===== src/qpc_pkg.sv =====
// Shared constants and types for the quadrature position counter.
package qpc_pkg;

  // ==========================================================================
  // Widths and reset values
  // ==========================================================================
  localparam int          POS_W        = 32;
  localparam int          REG_W        = 32;
  localparam int          ADDR_W       = 4;
  localparam logic [31:0] POS_RST      = 32'h0000_0000;
  localparam logic [31:0] MAX_RST      = 32'hFFFF_FFFF;
  localparam logic [31:0] ZERO_POS     = 32'h0000_0000;

  // ==========================================================================
  // Register offsets (full 4-bit addresses, one word each)
  // ==========================================================================
  localparam logic [3:0]  OFS_CTRL     = 4'h0;
  localparam logic [3:0]  OFS_MAX      = 4'h4;
  localparam logic [3:0]  OFS_INIT     = 4'h8;
  localparam logic [3:0]  OFS_POS      = 4'hC;
  localparam logic [3:0]  OFS_STAT     = 4'h1;
  localparam logic [3:0]  OFS_IRQ_EN   = 4'h2;
  localparam logic [3:0]  OFS_IRQ_CLR  = 4'h3;

  // ==========================================================================
  // Control register fields
  // ==========================================================================
  localparam int          CTL_SWAP     = 0;
  localparam int          CTL_MODE_LO  = 1;
  localparam int          CTL_LOAD     = 3;
  localparam logic [2:0]  CTRL_RST     = 3'h0;

  // Interrupt status bit positions.
  localparam int          IRQ_OVF      = 0;
  localparam int          IRQ_UNF      = 1;
  localparam int          IRQ_IDX      = 2;
  localparam int          IRQ_W        = 3;

  // Counter reset policies, as coded in the control register.
  typedef enum logic [1:0] {
    QPC_POL_INDEX       = 2'h0,
    QPC_POL_MAX         = 2'h1,
    QPC_POL_FIRST_INDEX = 2'h2
  } qpc_policy_t;

endpackage : qpc_pkg


===== src/qpc_decoder.sv =====
// Quadrature decoder: input sync, swap, count pulse and direction.
module qpc_decoder (
  // Clock and reset
  input  wire logic ref_clk,
  input  wire logic nrst,
  // Encoder pins
  input  wire logic track_a_in,
  input  wire logic track_b_in,
  input  wire logic index_in,
  // Control
  input  wire logic swap,
  // Decoded outputs
  output logic      count_pulse,
  output logic      direction_flag,
  output logic      index_edge
);

  logic [2:0] s1_r;
  logic [2:0] s2_r;
  logic [2:0] prev_r;
  logic       decoder_input_a;
  logic       decoder_input_b;
  logic       pa;
  logic       pb;
  logic       step;

  // Two-stage synchronisers; stage one is read only by stage two.
  always_ff @(posedge ref_clk) begin
    if (!nrst) begin
      s1_r <= 3'h0;
      s2_r <= 3'h0;
    end else begin
      s1_r <= {index_in, track_b_in, track_a_in};
      s2_r <= s1_r;
    end
  end

  assign decoder_input_a = swap ? s2_r[1] : s2_r[0];
  assign decoder_input_b = swap ? s2_r[0] : s2_r[1];
  assign pa              = swap ? prev_r[1] : prev_r[0];
  assign pb              = swap ? prev_r[0] : prev_r[1];

  // any track edge; gives four per cycle.
  assign step = (decoder_input_a ^ pa) | (decoder_input_b ^ pb);

  // History of the synchronised levels for edge detection.
  always_ff @(posedge ref_clk) begin
    if (!nrst) begin
      prev_r <= 3'h0;
    end else begin
      prev_r <= s2_r;
    end
  end

  // Registered pulse and direction; a double edge keeps the old sense.
  always_ff @(posedge ref_clk) begin
    if (!nrst) begin
      count_pulse    <= 1'b0;
      direction_flag <= 1'b1;
      index_edge     <= 1'b0;
    end else begin
      count_pulse <= step;
      index_edge  <= s2_r[2] ^ prev_r[2];
      if (step && ((decoder_input_a ^ pa) ^ (decoder_input_b ^ pb))) begin
        direction_flag <= (decoder_input_a ^ pa) ? (decoder_input_a ^ decoder_input_b)
                                                 : ~(decoder_input_a ^ decoder_input_b);
      end
    end
  end

endmodule : qpc_decoder


===== src/qpc_top.sv =====
// Quadrature position counter: decoder, position counter, registers, interrupt.
module qpc_top (
  // Clock and reset
  input  wire logic                        ref_clk,
  input  wire logic                        nrst,
  // Encoder pins
  input  wire logic                        track_a_in,
  input  wire logic                        track_b_in,
  input  wire logic                        index_in,
  // Register port
  input  wire logic [qpc_pkg::ADDR_W-1:0]  reg_addr,
  input  wire logic [qpc_pkg::REG_W-1:0]   reg_wdata,
  input  wire logic                        reg_wr,
  input  wire logic                        reg_rd,
  output logic      [qpc_pkg::REG_W-1:0]   reg_rdata,
  // Status outputs
  output logic      [qpc_pkg::POS_W-1:0]   position_count,
  output logic                             direction_flag,
  output logic                             first_index_marker_flag,
  output logic                             phase_error_flag,
  output logic                             irq
);

  // ==========================================================================
  // Registers and wires
  // ==========================================================================
  logic [2:0]                 decoder_control_r;
  logic [qpc_pkg::POS_W-1:0]  max_position_r;
  logic [qpc_pkg::POS_W-1:0]  initial_position_r;
  logic [qpc_pkg::IRQ_W-1:0]  decoder_status_r;
  logic [qpc_pkg::IRQ_W-1:0]  irq_en_r;
  logic [qpc_pkg::POS_W-1:0]  position_nxt;
  logic                       count_pulse;
  logic                       dir_w;
  logic                       index_edge;
  logic                       ovf_ev;
  logic                       unf_ev;
  logic                       idx_reset;
  logic                       load_init;
  logic [1:0]                 policy;
  logic [qpc_pkg::IRQ_W-1:0]  irq_clr;

  assign policy = decoder_control_r[qpc_pkg::CTL_MODE_LO +: 2];

  // ==========================================================================
  // Decoder
  // ==========================================================================
  // quadrature mode only
  qpc_decoder u_dec (
    .ref_clk        (ref_clk),
    .nrst           (nrst),
    .track_a_in     (track_a_in),
    .track_b_in     (track_b_in),
    .index_in       (index_in),
    .swap           (decoder_control_r[qpc_pkg::CTL_SWAP]),
    .count_pulse    (count_pulse),
    .direction_flag (dir_w),
    .index_edge     (index_edge)
  );

  // ==========================================================================
  // Position counter
  // ==========================================================================
  // Index reset applies in the index policy always, and once in first-index.
  // every index edge resets in the index policy, only the first in first-index
  assign idx_reset = index_edge &&
                     ((policy == 2'(qpc_pkg::QPC_POL_INDEX)) ||
                      ((policy == 2'(qpc_pkg::QPC_POL_FIRST_INDEX)) &&
                       !first_index_marker_flag));

  // A software write of the load bit copies the initial value.
  assign load_init = reg_wr && (reg_addr == qpc_pkg::OFS_CTRL) &&
                     reg_wdata[qpc_pkg::CTL_LOAD];

  // Next count; wrap events are flagged for the status register.
  always_comb begin
    position_nxt = position_count;
    ovf_ev       = 1'b0;
    unf_ev       = 1'b0;
    if (load_init) begin
      // Initial value is trusted to lie in range.
      position_nxt = initial_position_r;
    end else if (idx_reset) begin
      position_nxt = dir_w ? qpc_pkg::ZERO_POS : max_position_r;
    end else if (count_pulse) begin
      if (dir_w) begin
        if (position_count >= max_position_r) begin
          position_nxt = qpc_pkg::ZERO_POS;
          ovf_ev       = 1'b1;
        end else begin
          position_nxt = position_count + 32'h0000_0001;
        end
      end else begin
        if (position_count == qpc_pkg::ZERO_POS) begin
          position_nxt = max_position_r;
          unf_ev       = 1'b1;
        end else begin
          position_nxt = position_count - 32'h0000_0001;
        end
      end
    end
  end

  // Position register.
  always_ff @(posedge ref_clk) begin
    if (!nrst) begin
      position_count <= qpc_pkg::POS_RST;
    end else begin
      position_count <= position_nxt;
    end
  end

  always_ff @(posedge ref_clk) begin
    if (!nrst) begin
      direction_flag <= 1'b1;
    end else begin
      direction_flag <= dir_w;
    end
  end

  always_ff @(posedge ref_clk) begin
    if (!nrst) begin
      first_index_marker_flag <= 1'b0;
    end else if (index_edge) begin
      first_index_marker_flag <= 1'b1;
    end
  end

  always_ff @(posedge ref_clk) begin
    if (!nrst) begin
      phase_error_flag <= 1'b0;
    end else begin
      phase_error_flag <= 1'b0;
    end
  end

  // ==========================================================================
  // Register port
  // ==========================================================================
  assign irq_clr = (reg_wr && (reg_addr == qpc_pkg::OFS_IRQ_CLR)) ?
                   reg_wdata[qpc_pkg::IRQ_W-1:0] : 3'h0;

  // Software-written configuration registers.
  always_ff @(posedge ref_clk) begin
    if (!nrst) begin
      decoder_control_r  <= qpc_pkg::CTRL_RST;
      max_position_r     <= qpc_pkg::MAX_RST;
      initial_position_r <= qpc_pkg::POS_RST;
      irq_en_r           <= 3'h0;
    end else if (reg_wr) begin
      case (reg_addr)
        qpc_pkg::OFS_CTRL:   decoder_control_r  <= reg_wdata[2:0];
        qpc_pkg::OFS_MAX:    max_position_r     <= reg_wdata;
        qpc_pkg::OFS_INIT:   initial_position_r <= reg_wdata;
        qpc_pkg::OFS_IRQ_EN: irq_en_r           <= reg_wdata[qpc_pkg::IRQ_W-1:0];
        default: begin
        end
      endcase
    end
  end

  // Sticky status; a new event beats a clear in the same cycle.
  // overflow, underflow and index flags
  always_ff @(posedge ref_clk) begin
    if (!nrst) begin
      decoder_status_r <= 3'h0;
    end else begin
      decoder_status_r <= (decoder_status_r & ~irq_clr) |
                          {idx_reset, unf_ev, ovf_ev};
    end
  end

  // Level interrupt while any enabled status bit is set.
  always_ff @(posedge ref_clk) begin
    if (!nrst) begin
      irq <= 1'b0;
    end else begin
      irq <= |(((decoder_status_r & ~irq_clr) | {idx_reset, unf_ev, ovf_ev}) & irq_en_r);
    end
  end

  // Read data stand in the cycle after the strobe; unmapped reads give zero.
  always_ff @(posedge ref_clk) begin
    if (!nrst) begin
      reg_rdata <= 32'h0000_0000;
    end else if (reg_rd) begin
      case (reg_addr)
        qpc_pkg::OFS_CTRL:   reg_rdata <= {29'h0, decoder_control_r};
        qpc_pkg::OFS_MAX:    reg_rdata <= max_position_r;
        qpc_pkg::OFS_INIT:   reg_rdata <= initial_position_r;
        qpc_pkg::OFS_POS:    reg_rdata <= position_count;
        qpc_pkg::OFS_STAT:   reg_rdata <= {27'h0, first_index_marker_flag,
                                           direction_flag, decoder_status_r};
        qpc_pkg::OFS_IRQ_EN: reg_rdata <= {29'h0, irq_en_r};
        default:             reg_rdata <= 32'h0000_0000;
      endcase
    end else begin
      reg_rdata <= 32'h0000_0000;
    end
  end

endmodule : qpc_top


===== config.mk =====
export PLATFORM = sky130hd
export DESIGN_NAME = qpc_top
export DESIGN_NICKNAME = d
export VERILOG_FILES = /design/src/qpc_pkg.sv /design/src/qpc_decoder.sv /design/src/qpc_top.sv
export SDC_FILE = /design/constraint.sdc
export NUM_CORES = 1
export LEC_CHECK = 0
export ABC_CLOCK_PERIOD_IN_PS = 2790
export BUFFER_PORTS_ARGS = -buffer_cell sky130_fd_sc_hd__buf_2
export CAP_MARGIN = 20
export CORE_MARGIN = 3
export CORE_UTILIZATION = 50
export CTS_CLUSTER_DIAMETER = 40
export DETAILED_ROUTE_END_ITERATION = 16
export PLACE_DENSITY = 0.8
export SLEW_MARGIN = 20
export SYNTH_ARGS = -nofsm -noshare
export SYNTH_HDL_FRONTEND = slang
export SYNTH_SLANG_ARGS = --single-unit

===== constraint.sdc =====
create_clock -name ref_clk -period 2.79 [get_ports ref_clk]
set_input_delay 0.279 -clock ref_clk [delete_from_list [all_inputs] [get_ports ref_clk]]
set_output_delay 0.279 -clock ref_clk [all_outputs]
set_load 0.005 [all_outputs]

Yosys cells after proc, flatten, opt, wreduce, memory -nomap -nowiden

Cells that the tools add are included.

Add/subtract/negate cells: 2
Magnitude comparators: 1
Eq/ne operators: 7
Muxes and demuxes: 24
Bitwise operators: 11
Reduce and logical (&&, ||, !) cells: 18

Operators with widths:

| cell                  | number |
|---|---|
| $mux 32               | 7 |
| $pmux 32 s6           | 1 |
| $add 32x1->32 const B | 1 |
| $ge 32x32->1          | 1 |
| $logic_not 32->1      | 1 |
| $sub 32x1->32 const B | 1 |
| $mux 1                | 15 |
| $reduce_and 2->1      | 5 |
| $eq 4x2->1 const B    | 2 |
| $eq 4x4->1 const B    | 2 |
| $and 3x3->3           | 2 |
| $logic_and 1x1->1     | 6 |
| $xor 1x1->1           | 5 |
| $eq 4x1->1 const B    | 1 |
| $eq 4x3->1 const B    | 1 |
| $logic_not 4->1       | 1 |
| $mux 3                | 1 |
| $not 3->3             | 1 |
| $or 3x3->3            | 1 |
| $reduce_bool 3->1     | 1 |
| $reduce_or 3->1       | 1 |
| $eq 2x2->1 const B    | 1 |
| $logic_not 2->1       | 1 |
| $logic_not 1->1       | 1 |
| 3 further kinds       | 3 |

Bits in registers: 152
Input port bits: 43
Logic and storage cells: 79

Depth between registers and ports, before layout

Gate-level depths: netlist of run 1.

Depth in word-level cells: 9
Mapped depth: 12
Depth with buffers taken out: 9

Modules after synthesis

Synthesis of run 1 repeated with hierarchy kept, for this count alone.

Cell total of the unflattened synthesis: 1114
Area total of the unflattened synthesis: 8968.6 um^2

By module, submodules not included:

| module      | times used | cells each | area an instance (um^2) | sequential area each (um^2) |
|---|---|---|---|---|
| qpc_top     | 1          | 1075       | 8554.5                  | 2802.7 |
| qpc_decoder | 1          | 39         | 414.1                   | 240.2 |

Worst setup path after synthesis of run 1

OpenSTA, ideal clock, no wires.

Path kind: flip-flop to flip-flop
Start point: register position_count[0] in the netlist's numbering
End point: register position_count[9] in the netlist's numbering
Library setup time: 0.134 ns
Data arrival time: 2.837 ns
Path slack: -0.181 ns
Cell stages (with the launch flop): 12
Buffers on the path: 3
Path through: dfxtp_1 clkbuf_1 inv_1 ha_1 or3b_2 clkbuf_1 or4_1 buf_4 o31ai_4 nor4_1 a2111oi_2 a31oi_1

Cells in the longest elaborated chain, start to end: 6
Elaborated cells on any way between the ends: 10
Those cells by class: add/sub: 2; order compare: 1; mux: 6; reduce/logical: 1

Ends and longest elaborated chain:

| item                                  | line                         | RTL |
|---|---|---|
| start: declaration                    | qpc_top.sv:17                | `output logic [qpc_pkg::POS_W-1:0] position_count,` |
| start signal: assignment              | qpc_top.sv:107               | `position_count <= qpc_pkg::POS_RST;` |
| start signal: assignment              | qpc_top.sv:109               | `position_count <= position_nxt;` |
| $sub 32x1->32 (tied with other cells) | qpc_top.sv:98                | `position_nxt = position_count - 32'h0000_0001;` |
| $mux 32, on equally long branches     | qpc_top.sv:94, qpc_top.sv:87 |  |
| $mux 32 *                             | qpc_top.sv:86                | `if (dir_w) begin` |
| $mux 32 *                             | qpc_top.sv:85                | `end else if (count_pulse) begin` |
| $mux 32 *                             | qpc_top.sv:83                | `end else if (idx_reset) begin` |
| $mux 32 *                             | qpc_top.sv:80                | `if (load_init) begin` |

Mark *: on every way between the ends. The rest lies on a longest branch, timed or not. The select of a mux whose other input is x is not followed.
A chain may end at the register's enable or synchronous reset.

Worst setup path in the final report of run 1

Start point: register max_position_r[17] in the netlist's numbering
End point: register position_count[13] in the netlist's numbering

Cells in the longest elaborated chain, start to end: 6

Ends and longest elaborated chain:

| item                     | line           | RTL |
|---|---|---|
| start: declaration       | qpc_top.sv:28  | `logic [qpc_pkg::POS_W-1:0] max_position_r;` |
| start signal: assignment | qpc_top.sv:147 | `max_position_r <= qpc_pkg::MAX_RST;` |
| start signal: assignment | qpc_top.sv:153 | `qpc_pkg::OFS_MAX: max_position_r <= reg_wdata;` |
| $ge 32x32->1             | qpc_top.sv:87  | `if (position_count >= max_position_r) begin` |
| $mux 32                  | qpc_top.sv:87  |  |
| $mux 32                  | qpc_top.sv:86  |  |
| $mux 32                  | qpc_top.sv:85  |  |
| $mux 32                  | qpc_top.sv:83  |  |
| $mux 32                  | qpc_top.sv:80  |  |

No other way between the ends. The select of a mux whose other input is x is not followed.

==> impl_metrics.ini, run 1 <==
[final_layout]
drive_above_1_share_pct = 22.6
multi_input_area_sq_um = 5630
area_delta_synth_final_pct = 19.1
fin_nets = 1350
nFillCells = 1533
final_util_pct = 62.0
ff_latch_area_sq_um = 3050
antenna_cells = 0
stdcell_count = 1510

[logic_synthesis]
yosysUniqueCellTypes = 69
synthCells = 1164
yosysMostFrequentCell = nand2_1
async_flop_share_pct = 0
netlist_top_cells_area = dfxtp_1, nand2_1, o211ai_1
ys_ff_latch = 152
synthesis.nets = 1242
synth_enable_flop_cells = 0
synth_top_cell_area_share_pct = 33.2
ys_warn_count = 0
yosysSeqAreaShare_pct = 33.2
syn_area_per_cell_sq_um = 7.87
ys.flop_type = dfxtp_1
synthesis.area_sq_um = 9160
synthTopCellsByCount = nand2_1, dfxtp_1, clkbuf_1, nor2_1, o211ai_1
yosysTopAreaCell = dfxtp_1

[routing]
drcViolationCount = 0
wl_mm = 28.9
drt_iter0_drc = 1106
wl_per_cell_um = 19.1
routed_via_density = 6.25
vias = 9445
postRouteAntennaNets = 0
drt_pass1_iterations = 7

[floorplan]
fp.coreArea_sq_um = 17600
dieWidth_um = 141
rows = 48
ioPinCount = 111
die_y_um = 141
dieArea_sq_um = 20000
start_util_pct = 52.1

[worst_setup_path]
crit_path_max_fanout = 16
startpoint = max_position_r[17]$_SDFFE_PN1P_
reg2reg_from = max_position_r[17]$_SDFFE_PN1P_
endpoint_kind = register
cpMaxStageDelayCell = dfxtp_1
worstSetupPathType = reg -> reg
critPathArrivalTime_ns = 3.09
endpoint = position_count[13]$_SDFFE_PN0P_
rrSetupSlack_ns = 0.05
worst_setup_path_start_kind = register
max_stage_delay_ns = 0.36
r2r_cells = 10
reg2reg_to = position_count[13]$_SDFFE_PN0P_
crit_chain = inv_1 > ha_1 > a21o_1 > a221o_1 > a22oi_1 > nand2_1 > nor3_4 > buf_4 > a32oi_1 > a31oi_1
cp.required_ns = 3.14

[timing]
skew_ns = 0.0123
tns_ns = 0
period_minus_slack_ns = 2.74
fmax_ghz = 0.365
relSlewSlack_pct = 58.7
worst_pin_slew_ns = 0.617
period_share_pct = 98.1
rsz0062_at_grt = yes
final-max-slew-violation-count = 0
final-hold-violation-count = 0
setup_viol = 0
fin_ws_ns = 0.0528

[global_route]
grt_first_pass_wirelength_mm = 46.5
antenna_found_initial = 0
grt_max_degree = 65
grt_pass1_vias = 9183
grt.total_usage_pct = 28.3
grt_overflow = 0

[clock_network]
root_buffer = clkbuf_16
h-tree-depth = 4
hold_buffers = 0
clk_latency_ns = 0.44
cts.path.max_buffers = 2
clk_pin_slew_ns = 0.06
cts.sinks = 152
cts_tree = done
numCtsBuffers = 17

[outcome]
outcome = finished, final reports clean

[worst_hold_path]
hp-class = in -> reg
hp-start = index_in
holdPathStages = 2

[placement]
port_buffers = 109
dp_hpwl_mm = 19.9
dp_slack_ns = -0.0501
place_congestion = 0.993
numPlacedInstances = 1476

[power_and_ir_drop]
cellPowerDensity_nw_per_um2 = 546
power.static_leakage_uw = 0.00462
ir_drop_mv = 0.489

[job]
drv_cap = 0
## metrics by stage
step,area [sq um],total power [uW],hold slack [ns]
global route,10900,6170,0.0604
floorplan,9230,3280,0.406
finish,10900,5960,0.0494
global placement,10300,3710,0.414
detailed placement,10300,3730,0.419
CTS,10800,5920,0.0416
## state kept, by name, summed over array words and instances, names as in the netlist
| name | flops |
|---|---|
| decoder_control_r | 3 |
| decoder_status_r | 3 |
| direction_flag | 1 |
| first_index_marker_flag | 1 |
| initial_position_r | 32 |
| irq | 1 |
| irq_en_r | 3 |
| max_position_r | 32 |
| position_count | 32 |
| reg_rdata | 32 |
| u_dec.count_pulse | 1 |
| u_dec.direction_flag | 1 |
| u_dec.index_edge | 1 |
| u_dec.prev_r | 3 |
| u_dec.s1_r | 3 |
| u_dec.s2_r | 3 |
## power by group
part / switching, uW / leakage [uW] / internal [uW]
clock network: 956 / 0.000258 / 1240
logic: 856 / 0.00313 / 583
registers: 74.4 / 0.00123 / 2250
## what timing repair did
| action | 4_1_cts | 5_1_grt |
|---|---|---|
| pin swaps | 0 | 3 |
| endpoints found under the setup margin | 9 | 28 |
| setup buffers | 0 | 2 |
| resized for setup | 1 | 12 |
## metal layers
| layer | up-vias | global-route usage (%) | routed length [um] |
|---|---|---|---|
| li1 | 4423 | - | - |
| met1 | 4398 | 37.9 | 12200 |
| met2 | 533 | 45.0 | 13200 |
| met3 | 91 | 5.66 | 2640 |
| met4 | 0 | 11.5 | 930 |
| met5 | - | 0 | 0 |
## area by class of cell
class	instances	area share, %
Clock buffer	20	4.09
Clock inverter	12	0.928
Inverter	46	1.63
Multi-Input combinational cell	862	51.6
Sequential cell	152	27.9
Tap cell	225	2.58
Timing Repair Buffer	193	11.3
## placed cells by master, fill, tap and decap left out, types with 10 or more instances in the layout
cell	Yosys	layout
clkbuf_16	0	17
mux2_2	29	29
ha_1	35	34
xnor2_1	25	25
nand3_1	32	32
o211ai_1	65	65
a21boi_0	34	34
nand2_1	169	169
nor3_1	22	21
dfxtp_1	152	149
nor4_1	17	11
a22oi_1	35	35
nor4_2	5	10
nand4_1	13	13
buf_2	1	108
a21oi_1	58	57
a31oi_1	18	17
nor2b_1	12	11
xor2_1	17	17
inv_1	46	44
nor2_1	84	84
a221oi_1	19	19
and2_1	16	16
buf_4	2	81
o21ai_0	44	44
## how the worst min path moves through the flow
stage,end
6_report,u_dec.s1_r[2]$_SDFF_PN0_
5_1_grt,u_dec.s1_r[1]$_SDFF_PN0_
4_1_cts,u_dec.s1_r[2]$_SDFF_PN0_
3_5_place_dp,u_dec.s2_r[1]$_SDFF_PN0_
3_3_place_gp,u_dec.s2_r[2]$_SDFF_PN0_
2_1_floorplan,u_dec.s1_r[0]$_SDFF_PN0_
## critical path: cells and delay by family, from the launching register on
family	cells	cell delay (ns)
buf+inv	2	0.37
simple gates	2	0.48
compound gates	5	1.14
fa+ha+maj	1	0.29
flops	1	0.36
## kinds of logic after synthesis
logic type | share of synthesized area (%)
xor gates and xnor gates | 4.01
other | 0.0409
AOI/OAI and AO/OA | 25.2
and+or+nand+nor | 22.0
buffers and inverters | 6.49
adders and majority gates | 4.78
DFF | 33.2
muxes | 4.33
(Power assumes the default switching activity.)
==> inputs of run 2 (changes only) <==
--- a/config.mk
+++ b/config.mk
@@ -10,6 +10,7 @@
 export CAP_MARGIN = 20
 export CORE_MARGIN = 3
 export CORE_UTILIZATION = 50
+export CTS_BUF_LIST = sky130_fd_sc_hd__clkbuf_4 sky130_fd_sc_hd__clkbuf_8
 export CTS_CLUSTER_DIAMETER = 40
 export DETAILED_ROUTE_END_ITERATION = 16
 export PLACE_DENSITY = 0.8
==> impl_metrics.ini, run 2 (synthesized netlist as in run 1, its figures left out) <==
[final_layout]
final_util_pct = 61.0
final_common_cell = nand2_1
fin_nets = 1352
area_delta_synth_final_pct = 17.1
layout_common_cells = nand2_1, dfxtp_1, buf_2, nor2_1, buf_4
antenna_cells = 0
drive_above_1_share_pct = 22.5

[power_and_ir_drop]
comb_power_share_pct = 26.7
ir_drop_mv = 0.342
switchingPower_uw = 1800
clock_power_share_pct = 30.1
seqPwrFrac_pct = 43.2
cellPowerDensity_nw_per_um2 = 500
swShare_pct = 33.5
internal_power_uw = 3570
power.static_leakage_uw = 0.00454
finalPower_uw = 5360

[timing]
final-max-slew-violation-count = 0
fmax_ghz = 0.350
rsz0062_at_grt = yes
worst_pin_slew_ns = 0.634
skew_ns = 0.0152
period_minus_slack_ns = 2.86
setup_viol = 1
final-hold-violation-count = 0
tns_ns = -0.0699
period_share_pct = 103
fin_ws_ns = -0.0699
relSlewSlack_pct = 57.6

[routing]
drt_iter0_drc = 1056
postRouteAntennaNets = 0
drcViolationCount = 0
wl_per_cell_um = 18.7
vias = 9420
wl_mm = 28.3
routed_via_density = 6.23
drt_pass1_iterations = 5

[placement]
port_buffers = 109
place_congestion = 0.993
dp_hpwl_mm = 19.9
dp_slack_ns = -0.0501

[outcome]
outcome = finished, violations left
violations = setup timing

[clock_network]
clk_latency_ns = 0.47
clk_pin_slew_ns = 0.09
cts_tree = done
numCtsBuffers = 17
cts.path.max_buffers = 2
root_buffer = clkbuf_8
cts.sinks = 152
h-tree-depth = 4

[worst_setup_path]
cpLargestDelayFamily = compound AO/OA/AOI/OAI gates
max_stage_delay_ns = 0.45
critPathArrivalTime_ns = 3.22
crit_path_max_fanout = 3
cpMaxStageDelayCell = nor4_1
crit_chain = inv_1 > ha_1 > a21o_1 > a221o_1 > a22oi_1 > nand2_1 > nor4_1 > buf_4 > o21ai_0 > a221oi_1
endpoint_kind = register
path_buf_inv = 2
worst_setup_path_start_kind = register
cp.required_ns = 3.15
worstSetupPathType = reg -> reg

[floorplan]
start_util_pct = 52.1
dieArea_sq_um = 20000
rows = 48
ioPinCount = 111
die_y_um = 141
dieWidth_um = 141
fp.coreArea_sq_um = 17600

[global_route]
grt_max_degree = 65
grt_first_pass_wirelength_mm = 46.1
grt_overflow = 0
antenna_found_initial = 0
grt_pass1_vias = 9086
grt.total_usage_pct = 28.0

[worst_hold_path]
hp-class = in -> reg

[job]
drv_cap = 0
[run 2: cell count changes in the layout (fill, tap and decap cells not counted), sizes merged]
cell         previous run  this run
buf                   193       192
dlygate4sd3             0         3
[run 2: stage by stage]
step	cell area, sq um	instances	hold WS [ns]
after detailed placement	10300	1476	0.419
after global placement	10300	1476	0.414
after floorplan	9230	1164	0.406
after CTS	10700	1511	0.0241
final	10700	1512	0.0459
after global routing	10700	1512	0.0457
[run 2: area by class of cell]
class                   count  area, sq um
clock inverters            12          101
fillers                  1563         6870
inverters                  46          178
flip-flops and latches    152         3050
well taps                 225          282
clock buffers              20          263
multi-input cells         862         5600
repair buffers            195         1250
[run 2: final timing paths]
| kind | start | end | slack (ns) | depth (start not counted) |
|---|---|---|---|---|
| setup / recovery | max_position_r[17]$_SDFFE_PN1P_ | position_count[29]$_SDFFE_PN0P_ | -0.07 | 10 |
| hold / removal | reg_wdata[7] | max_position_r[7]$_SDFFE_PN1P_ | 0.05 | 3 |
| setup reg to reg | max_position_r[17]$_SDFFE_PN1P_ | position_count[29]$_SDFFE_PN0P_ | -0.07 | 10 |
| hold reg to reg | u_dec.s1_r[1]$_SDFF_PN0_ | u_dec.s2_r[1]$_SDFF_PN0_ | 0.44 | 1 |
[run 2: repair_timing]
item,CTS,global route
hold buffers,3,0
resized for setup,2,8
hold endpoints to repair,3,0
setup endpoints to repair,10,22
pin swaps,0,3
buffers inserted,0,1
[run 2: power by group through the flow]
stage | clock network [uW] | registers [uW] | logic [uW]
detailed placement | 0 | 2360 | 1370
global route | 1710 | 2330 | 1540
CTS | 1640 | 2310 | 1380
floorplan | 0 | 2360 | 923
global placement | 0 | 2360 | 1350
finish | 1610 | 2320 | 1430
[run 2: worst reg2reg max path: stages (launching register included)]
cell      delay, ns
dfxtp_1        0.37
inv_1          0.07
ha_1           0.30
a21o_1         0.19
a221o_1        0.32
a22oi_1        0.28
nand2_1        0.17
nor4_1         0.45
buf_4          0.20
o21ai_0        0.10
a221oi_1       0.30
[run 2: layer usage]
metal	share of wire (%)	vias up	global-route usage, %
met2	46	514	44.9
met4	2.6	0	10.5
met3	9.0	84	5.73
met1	43	4395	37.4
met5	0	-	0
li1	-	4427	-
